$ cat src/verilog/lmir_pkg.sv
// Shared constants for the literal, move, indirect and return executor.
// Assumes a 14-bit instruction word and an 8-bit data path.
package lmir_pkg;
   localparam int INSTR_W  = 14;
   localparam int DATA_W   = 8;
   localparam int PTR_W    = 16;
   localparam int PC_W     = 15;
   localparam int BANK_W   = 5;
   localparam int PAGE_W   = 7;
   localparam int FADDR_W  = 7;
   localparam int BANK_LIT_W = 4;
   localparam int OFFSET_W = 6;

   // Opcode match values and masks.
   localparam logic [13:0] MSK_FULL      = 14'h3fff;
   localparam logic [13:0] OPC_NOP       = 14'h0000;
   localparam logic [13:0] OPC_RESET     = 14'h0001;
   localparam logic [13:0] OPC_INTRET    = 14'h0009;
   localparam logic [13:0] OPC_OPTION    = 14'h0062;
   localparam logic [13:0] MSK_LOADBANK  = 14'h3fe0;
   localparam logic [13:0] OPC_LOADBANK  = 14'h0020;
   localparam logic [13:0] MSK_LOADPAGE  = 14'h3f80;
   localparam logic [13:0] OPC_LOADPAGE  = 14'h3180;
   localparam logic [13:0] MSK_LOADACC   = 14'h3f00;
   localparam logic [13:0] OPC_LOADACC   = 14'h3000;
   localparam logic [13:0] MSK_STOREFILE = 14'h3f80;
   localparam logic [13:0] OPC_STOREFILE = 14'h0080;
   localparam logic [13:0] MSK_STOREIND  = 14'h3ff8;
   localparam logic [13:0] OPC_STOREIND  = 14'h0018;
   localparam logic [13:0] MSK_STOREOFF  = 14'h3f80;
   localparam logic [13:0] OPC_STOREOFF  = 14'h3f80;

   // Field positions inside the instruction word.
   localparam int IND_SEL_BIT = 2;
   localparam int OFF_SEL_BIT = 6;

   localparam logic [1:0] MODE_PREINC  = 2'h0;
   localparam logic [1:0] MODE_PREDEC  = 2'h1;
   localparam logic [1:0] MODE_POSTINC = 2'h2;
   localparam logic [1:0] MODE_POSTDEC = 2'h3;

   localparam logic [6:0] INDPORT0_ADDR = 7'h00;
   localparam logic [6:0] INDPORT1_ADDR = 7'h01;

   localparam logic [7:0]  ACCUM_RST  = 8'h00;
   localparam logic [7:0]  OPTION_RST = 8'hff;
   localparam logic [15:0] PTR_RST    = 16'h0000;
   localparam logic [14:0] PC_RST     = 15'h0000;
   localparam logic [4:0]  BANK_RST   = 5'h00;
   localparam logic [6:0]  PAGE_RST   = 7'h00;
   localparam logic        INT_EN_RST = 1'b0;
   localparam logic        CAUSE_RST  = 1'b1;

   typedef enum logic [1:0] {
      ST_RUN   = 2'b01,
      ST_FLUSH = 2'b10
   } exec_state_t;

   function automatic logic op_match(input logic [13:0] word,
                                     input logic [13:0] mask,
                                     input logic [13:0] code);
      return (word & mask) == code;
   endfunction
endpackage

$ cat src/verilog/indirect_pointer_unit.sv
// Effective address and pointer update for the indirect store.
// Assumes the caller selects which pointer is fed in and stores the result.
`timescale 1ns/100ps
module indirect_pointer_unit
   import lmir_pkg::*;
#(
   parameter int PW = PTR_W
) (
   input  wire logic [PW-1:0]       ptr_in,
   input  wire logic [1:0]          mode,
   input  wire logic                use_offset,
   input  wire logic [OFFSET_W-1:0] offset,
   output logic      [PW-1:0]       eff_addr,
   output logic      [PW-1:0]       ptr_next
);
   logic [PW-1:0] inc_val;
   logic [PW-1:0] dec_val;
   logic [PW-1:0] off_val;

   // Plain modular arithmetic gives the wraparound at both ends.
   always_comb begin
      inc_val = PW'(ptr_in + PW'(1));
      dec_val = PW'(ptr_in - PW'(1));
      off_val = PW'(ptr_in + {{(PW-OFFSET_W){offset[OFFSET_W-1]}}, offset});
   end

   always_comb begin
      eff_addr = ptr_in;
      ptr_next = ptr_in;
      if (use_offset) begin
         eff_addr = off_val;
      end else begin
         case (mode)
            MODE_PREINC: begin
               eff_addr = inc_val;
               ptr_next = inc_val;
            end
            MODE_PREDEC: begin
               eff_addr = dec_val;
               ptr_next = dec_val;
            end
            MODE_POSTINC: begin
               ptr_next = inc_val;
            end
            MODE_POSTDEC: begin
               ptr_next = dec_val;
            end
            default: begin
               ptr_next = ptr_in;
            end
         endcase
      end
   end
endmodule

$ cat src/verilog/lmir_exec.sv
// Executor for literal loads, moves, indirect stores, reset and interrupt return.
// Assumes instructions arrive on mclk from fetch logic and top_of_stack is the stack top.
//
// What this block does
// - Bank literal load writes a four-bit literal into the bank select register.
// - Page literal load writes seven-bit literal into high latch, flags untouched.
// - Accumulator literal load puts eight-bit literal into W, flags untouched.
// - Store to file copies W to the seven-bit addressed file register.
// - Indirect store mode field selects pre/post increment or decrement.
// - Pointer ends plus one, minus one, or unchanged for signed offset form.
// - Accesses to the indirect port go to the pointer's addressed location.
// - Sixteen-bit pointers wrap around at both ends.
// - Pointer updates and indirect stores never touch status flags.
// - Option load copies W into the option register in one cycle.
// - Software reset acts as hardware reset and clears reset-instruction cause flag.
// - Interrupt return pops stack, loads top into PC, takes two cycles.
// - Interrupt return sets the global interrupt enable bit.
`timescale 1ns/100ps
module lmir_exec
   import lmir_pkg::*;
(
   input  wire logic               mclk,
   input  wire logic               sys_rst,
   input  wire logic [INSTR_W-1:0] instr_word,
   input  wire logic               instr_valid,
   input  wire logic [PC_W-1:0]    top_of_stack,
   input  wire logic               int_enable_clear,
   output logic      [DATA_W-1:0]  accum_ff,
   output logic      [BANK_W-1:0]  bank_select_reg_ff,
   output logic      [PAGE_W-1:0]  program_counter_high_latch_ff,
   output logic      [DATA_W-1:0]  option_reg_ff,
   output logic      [PTR_W-1:0]   indirect_pointer0_ff,
   output logic      [PTR_W-1:0]   indirect_pointer1_ff,
   output logic      [PC_W-1:0]    pc_ff,
   output logic                    stack_pop_ff,
   output logic                    busy_ff,
   output logic                    file_wr_en_ff,
   output logic      [PTR_W-1:0]   file_wr_addr_ff,
   output logic      [DATA_W-1:0]  file_wr_data_ff,
   output logic                    global_interrupt_enable_ff,
   output logic                    soft_reset_ff,
   output logic                    reset_instruction_cause_flag_ff
);
   exec_state_t state_ff;
   logic        blk_rst;
   logic        exec;
   logic        dec_nop;
   logic        dec_reset;
   logic        dec_intret;
   logic        dec_option;
   logic        dec_bank;
   logic        dec_page;
   logic        dec_acc;
   logic        dec_file;
   logic        dec_ind;
   logic        dec_off;
   logic        ptr_sel;
   logic [PTR_W-1:0]   ptr_cur;
   logic [PTR_W-1:0]   eff_addr;
   logic [PTR_W-1:0]   ptr_next;
   logic [FADDR_W-1:0] faddr;

   // The one-cycle soft reset pulse resets everything a hardware reset would,
   // except its own cause flag, which must survive to be read.
   assign blk_rst = sys_rst | soft_reset_ff;
   assign exec    = instr_valid & (state_ff == ST_RUN) & ~soft_reset_ff;

   always_comb begin
      dec_nop    = op_match(instr_word, MSK_FULL, OPC_NOP);
      dec_reset  = op_match(instr_word, MSK_FULL, OPC_RESET);
      dec_intret = op_match(instr_word, MSK_FULL, OPC_INTRET);
      dec_option = op_match(instr_word, MSK_FULL, OPC_OPTION);
      dec_bank   = op_match(instr_word, MSK_LOADBANK, OPC_LOADBANK);
      dec_page   = op_match(instr_word, MSK_LOADPAGE, OPC_LOADPAGE);
      dec_acc    = op_match(instr_word, MSK_LOADACC, OPC_LOADACC);
      dec_file   = op_match(instr_word, MSK_STOREFILE, OPC_STOREFILE);
      dec_ind    = op_match(instr_word, MSK_STOREIND, OPC_STOREIND);
      dec_off    = op_match(instr_word, MSK_STOREOFF, OPC_STOREOFF);
      faddr      = instr_word[FADDR_W-1:0];
      ptr_sel    = dec_off ? instr_word[OFF_SEL_BIT] : instr_word[IND_SEL_BIT];
      ptr_cur    = ptr_sel ? indirect_pointer1_ff : indirect_pointer0_ff;
   end

   indirect_pointer_unit #(
      .PW(PTR_W)
   ) u_ptr (
      .ptr_in     (ptr_cur),
      .mode       (instr_word[1:0]),
      .use_offset (dec_off),
      .offset     (instr_word[OFFSET_W-1:0]),
      .eff_addr   (eff_addr),
      .ptr_next   (ptr_next)
   );

   // The word fetched behind an interrupt return is stale and is dropped.
   always_ff @(posedge mclk) begin
      if (blk_rst) begin
         state_ff <= ST_RUN;
         busy_ff  <= 1'b0;
      end else begin
         case (state_ff)
            ST_RUN: begin
               if (exec && dec_intret) begin
                  state_ff <= ST_FLUSH;
                  busy_ff  <= 1'b1;
               end
            end
            ST_FLUSH: begin
               state_ff <= ST_RUN;
               busy_ff  <= 1'b0;
            end
            default: begin
               state_ff <= ST_RUN;
               busy_ff  <= 1'b0;
            end
         endcase
      end
   end

   always_ff @(posedge mclk) begin
      if (blk_rst) begin
         pc_ff        <= PC_RST;
         stack_pop_ff <= 1'b0;
      end else begin
         stack_pop_ff <= exec & dec_intret;
         if (exec && dec_intret) begin
            pc_ff <= top_of_stack;
         end else if (exec) begin
            pc_ff <= PC_W'(pc_ff + PC_W'(1));
         end
      end
   end

   // No path here touches a status flag; this block drives none.
   always_ff @(posedge mclk) begin
      if (blk_rst) begin
         accum_ff <= ACCUM_RST;
      end else if (exec && dec_acc) begin
         accum_ff <= instr_word[DATA_W-1:0];
      end
   end

   always_ff @(posedge mclk) begin
      if (blk_rst) begin
         bank_select_reg_ff <= BANK_RST;
      end else if (exec && dec_bank) begin
         // Upper bank bit is loaded as zero.
         bank_select_reg_ff <= BANK_W'(instr_word[BANK_LIT_W-1:0]);
      end
   end

   always_ff @(posedge mclk) begin
      if (blk_rst) begin
         program_counter_high_latch_ff <= PAGE_RST;
      end else if (exec && dec_page) begin
         program_counter_high_latch_ff <= instr_word[PAGE_W-1:0];
      end
   end

   always_ff @(posedge mclk) begin
      if (blk_rst) begin
         option_reg_ff <= OPTION_RST;
      end else if (exec && dec_option) begin
         option_reg_ff <= accum_ff;
      end
   end

   always_ff @(posedge mclk) begin
      if (blk_rst) begin
         indirect_pointer0_ff <= PTR_RST;
         indirect_pointer1_ff <= PTR_RST;
      end else if (exec && (dec_ind || dec_off)) begin
         if (ptr_sel) begin
            indirect_pointer1_ff <= ptr_next;
         end else begin
            indirect_pointer0_ff <= ptr_next;
         end
      end
   end

   always_ff @(posedge mclk) begin
      if (blk_rst) begin
         file_wr_en_ff   <= 1'b0;
         file_wr_addr_ff <= PTR_RST;
         file_wr_data_ff <= ACCUM_RST;
      end else begin
         file_wr_en_ff <= exec & (dec_file | dec_ind | dec_off);
         if (exec && dec_file) begin
            file_wr_data_ff <= accum_ff;
            if (faddr == INDPORT0_ADDR) begin
               file_wr_addr_ff <= indirect_pointer0_ff;
            end else if (faddr == INDPORT1_ADDR) begin
               file_wr_addr_ff <= indirect_pointer1_ff;
            end else begin
               file_wr_addr_ff <= PTR_W'({bank_select_reg_ff, faddr});
            end
         end else if (exec && (dec_ind || dec_off)) begin
            file_wr_data_ff <= accum_ff;
            file_wr_addr_ff <= eff_addr;
         end
      end
   end

   // An interrupt return that meets a clear in the same cycle leaves the
   // enable set, so the return is never lost.
   always_ff @(posedge mclk) begin
      if (blk_rst) begin
         global_interrupt_enable_ff <= INT_EN_RST;
      end else if (exec && dec_intret) begin
         global_interrupt_enable_ff <= 1'b1;
      end else if (int_enable_clear) begin
         global_interrupt_enable_ff <= 1'b0;
      end
   end

   always_ff @(posedge mclk) begin
      if (sys_rst) begin
         soft_reset_ff <= 1'b0;
      end else begin
         soft_reset_ff <= exec & dec_reset;
      end
   end

   always_ff @(posedge mclk) begin
      if (sys_rst) begin
         reset_instruction_cause_flag_ff <= CAUSE_RST;
      end else if (exec && dec_reset) begin
         reset_instruction_cause_flag_ff <= 1'b0;
      end
   end
endmodule

$ cat config.mk
export PLATFORM = sky130hd
export DESIGN_NAME = lmir_exec
export DESIGN_NICKNAME = d
export VERILOG_FILES = /design/src/verilog/lmir_pkg.sv /design/src/verilog/indirect_pointer_unit.sv /design/src/verilog/lmir_exec.sv
export SDC_FILE = /design/constraint.sdc
export NUM_CORES = 1
export LEC_CHECK = 0
export ABC_AREA = 1
export BUFFER_PORTS_ARGS = -buffer_cell sky130_fd_sc_hd__buf_2
export CAP_MARGIN = 20
export CORE_MARGIN = 4
export CORE_UTILIZATION = 44
export DETAILED_ROUTE_END_ITERATION = 12
export PLACE_DENSITY = 0.77
export SETUP_SLACK_MARGIN = 0.3
export SYNTH_ARGS = -nofsm -noshare
export SYNTH_HDL_FRONTEND = slang
export SYNTH_SLANG_ARGS = --single-unit
$ cat constraint.sdc
create_clock -name mclk -period 2.3 [get_ports mclk]
set_input_delay 0 -clock mclk [delete_from_list [all_inputs] [get_ports mclk]]
set_output_delay 0 -clock mclk [all_outputs]
set_load 0.1 [all_outputs]
==> metrics.md <==
| Metric | Value |
|---|---|
| Status | `complete, but fails checks` |
| Failing checks | `setup timing` |
| Initial antenna violation count | `1` |
| Share of layout cells above drive strength 1 | `41.87%` |
| Critical path class | `flip-flop to flip-flop` |
| CP startpoint | `indirect_pointer1_ff[3]$_SDFFE_PP0P_` |
| Clk buf depth | `2` |
| Sinks on Clock Net | `105` |
| Post-DP HPWL | `roughly 21000 µm` |
| 1st-pass router iterations | `5` |
| Total Routed Length | `30800 µm` |
| 1st-iter DRT viols | `1107` |
| Part of the Yosys area used for sequential elements | `29.37%` |
| Pins Over Slew Limit | `0` |
| Ys Warns | `0` |
| Largest family of logic cells by synthesized area | `simple AND/OR/NAND/NOR gates` |
| R2R Setup Slk | `-0.04 ns` |
| Worst Clk Skew | `0.009114 ns` |
| I/O Pins | `138` |
| Die area | `18370 µm²` |
| CP Max Fanout | `3` |
| Worst-skew pair later-pin latency | `about 0.36 ns` |
| Post-Synthesis Cells | `roughly 1100` |
| Post-DRT Antenna Nets | `0` |
| Die Wd | `roughly 140 µm` |
| Final Cell Area | `~11000 µm²` |
| Core area | `15890 µm²` |
| Sw power | `between 1000 and 1500 µW` |
| Slew headroom | `53.10%` |
| Mux share of post-synthesis cell area | `0.1399%` |
| H-tree lvl count | `3` |
| Comb pwr share | `21.3%` |
| Post-Syn Nets | `about 1200` |
| Final Hold Vio Count | `0` |
| Worst min path class | `input port to flip-flop` |
| Post-synth cell types | `51` |
| Clk pwr share | `36.8%` |
| RSZ-0062 raised after global routing | `true` |
| Crit end category | `flip-flop` |
| Via count of the routed design | `9263` |
| Drc violations | `0` |
| Top cells by area, synth | `dfxtp_1, nand2_1, a21oi_1` |
| Worst Tran Pin Value | `0.7034 ns` |
| Tmin final | `2.337 ns` |
| Post-route clock period utilization | `101.6%` |
| Reg power frac | `between 40% and 50%` |
| Mapped Area | `7157 µm²` |
| Setup crit end | `file_wr_addr_ff[12]$_SDFFE_PP0P_` |
| Setup violators final | `1` |
| Vias in the first global route | `roughly 8400` |
| Main flop type after synthesis | `dfxtp_1` |
| CP Launch Type | `flip-flop` |
| Gpl congestion | `between 0.9 and 1` |
| Fraction of registers with async set/reset | `0%` |
| Placed Area | `9393 µm²` |
| Die Y | `135.5 µm` |
| CTS clk-pin slew, worst paths | `0.08 ns` |
| Worst vdd ir | `0.3538 mV` |
| Reg2reg start | `indirect_pointer1_ff[3]$_SDFFE_PP0P_` |
| Synth Register Bits | `105` |
| Port-buffer cells | `approximately 140` |
| Largest net degree at the start of global routing | `58` |
| Post-synth top area share | `29.37%` |
| Total track usage | `between 30% and 40%` |
| CTS Buf Count | `9` |
| Initial Util | `between 40 and 50%` |
| Net switching share of the total power | `31.11%` |
| Post-Synth XOR/XNOR Area | `3.042%` |
| Fillcell total | `between 1000 and 1500` |
| Post-Synth Simple-Gate Area | `35.24%` |
| Layout Nets | `around 1500` |
| Vias per cell | `5.655` |
| Syn_area_per_cell | `~6.4 µm²` |
| WL/cell | `18.80 µm` |
| Power Dens Cells | `388.7 nW/µm²` |
| EDFF count, synth | `0` |
| R2R depth | `16` |
| Max Freq | `0.4280 GHz` |
| Row cnt | `46` |
| Final total power | `4303 µW` |
| Fraction of the mapped netlist area in adder cells | `3.427%` |
| Remaining Overflow, GRT | `0` |
| Final worst slack | `-0.03655 ns` |
| Internal Pwr Total | `slightly below 3000 µW` |
| First-pass GRT wire length | `about 45000 µm` |
| RR Endpoint | `file_wr_addr_ff[12]$_SDFFE_PP0P_` |
| Layout area overhead | `54.67%` |
| Worst Path Arrival | `2.60 ns` |
| Worst Path Required | `2.57 ns` |
| Area leader, netlist | `dfxtp_1` |
| Max-cap violations | `0` |
| Root Driver | `clkbuf_16` |
| Post-synthesis compound-gate area fraction | `between 10% and 20%` |
| CTS tree | `done` |
| Leak | `between 0.005 and 0.006 µW` |
| Final hold slack | `0.08192 ns` |
==> synth_stat cells (9+ instances only) <==
cell type  count
a211oi_1      21
ha_1          18
inv_1        114
nand3_1       82
a31oi_1        9
nor2_2        11
a21oi_1       88
nor3_1        10
xor2_1        16
o21ai_0       73
o211ai_1      15
nand2_1      312
clkbuf_1      30
nor2_1        84
dfxtp_1      105
nand4_1       11
o21ai_1       19
nand2_2       17
==> repair_timing <==
action,in CTS,in global routing
buffers inserted,19,25
cloned,0,3
setup endpoints to repair,35,62
pin swaps,29,71
resized for setup,42,186
endpoints found under the hold margin,17,1
hold buffers,16,1
==> power by group through the flow <==
stage	Clock, µW	Sequential [µW]	Combinational, µW
floorplan	0	1900	395
global placement	0	1850	721
detailed placement	0	1850	728
CTS	1600	1800	779
global route	1680	1800	969
finish	1580	1800	917
==> critical path: stages (launching register included) <==
cell,delay [ns]
dfxtp_4,0.36
nand3_2,0.07
nand2_2,0.13
ha_4,0.22
a21oi_1,0.33
nand2_4,0.11
nand4_1,0.12
nand3_2,0.11
buf_4,0.15
buf_6,0.10
or2_4,0.22
nand3_2,0.06
nand2_1,0.05
inv_1,0.06
nand2_1,0.05
nand2_1,0.05
nand2_1,0.04
==> per-layer routing <==
| metal | part of all wire [%] | vias up | wire length (µm) | GRT usage (%) |
|---|---|---|---|---|
| li1 | - | 4302 | - | - |
| met1 | 41 | 4299 | 12610 | 43.78 |
| met2 | 44 | 561 | 13670 | 46.96 |
| met3 | 11 | 101 | 3349 | 7.132 |
| met4 | 3.8 | 0 | 1167 | 8.567 |
| met5 | 0 | - | 0 | 0 |
==> state kept, by name (all words and copies together), names as in the netlist, 4 cells and up <==
signal / cells
pc_ff: 15
accum_ff: 8
program_counter_high_latch_ff: 7
bank_select_reg_ff: 4
file_wr_addr_ff: 16
indirect_pointer1_ff: 16
file_wr_data_ff: 8
indirect_pointer0_ff: 16
option_reg_ff: 8
==> worst min path at each step <==
stage / startpoint / end / cells past startpoint
global placement: sys_rst / soft_reset_ff$_SDFF_PP0_ / 2
detailed placement: sys_rst / soft_reset_ff$_SDFF_PP0_ / 2
global route: top_of_stack[14] / pc_ff[14]$_SDFFE_PP0P_ / 4
finish: top_of_stack[14] / pc_ff[14]$_SDFFE_PP0P_ / 4
floorplan: instr_word[7] / soft_reset_ff$_SDFF_PP0_ / 1
CTS: instr_word[7] / soft_reset_ff$_SDFF_PP0_ / 3
==> per-stage QoR <==
step / utilization [%] / worst slack [ns] / setup TNS (ns) / instances
3_3_place_gp: 59.13 / -0.2338 / -1.896 / 1557
4_1_cts: 63.91 / 0.06345 / 0 / 1608
3_5_place_dp: 59.13 / -0.2920 / -2.943 / 1557
6_report: 69.68 / -0.03655 / -0.03655 / 1638
2_1_floorplan: - / -0.08444 / -0.1696 / 1122
5_1_grt: 69.68 / -0.1453 / -0.4407 / 1638
==> cell type report <==
cell class,instances,area (µm²),area share [%]
multi-input cells,853,5448,49.21
repair buffers,326,2346,21.19
flip-flops and latches,105,2220,20.05
inverters,120,479.2,4.329
well taps,216,270.3,2.441
clock buffers,11,254.0,2.295
clock inverters,5,42.54,0.3843
repair inverters,1,7.507,0.06782
diodes,1,2.502,0.02261
==> cell usage in the layout (no fill, tap or decap), drive strengths merged, types with 4 or more instances in the layout <==
cell type    count
a211oi          21
a21oi           88
a31oi            9
buf            309
clkbuf          11
clkinv           4
clkinvlp         4
dfxtp          105
dlygate4sd3     17
ha              18
inv            118
nand2          335
nand3           87
nand3b           5
nand4           11
nor2            99
nor3            10
nor4             5
o211ai          15
o21ai           98
or2              9
xnor2            7
xor2            17
==> cell families (layout without fill, tap and decap cells) <==
kind of cell	Yosys count	after routing
multiplexers	1	1
AO/OA/AOI/OAI	245	245
buffers and inverters	164	463
flip-flops	105	105
AND/OR/NAND/NOR	563	563
other	1	2
XOR/XNOR	24	24
adder cells (fa/ha/maj)	19	19
No activity file was read; power rests on OpenSTA's default activity.
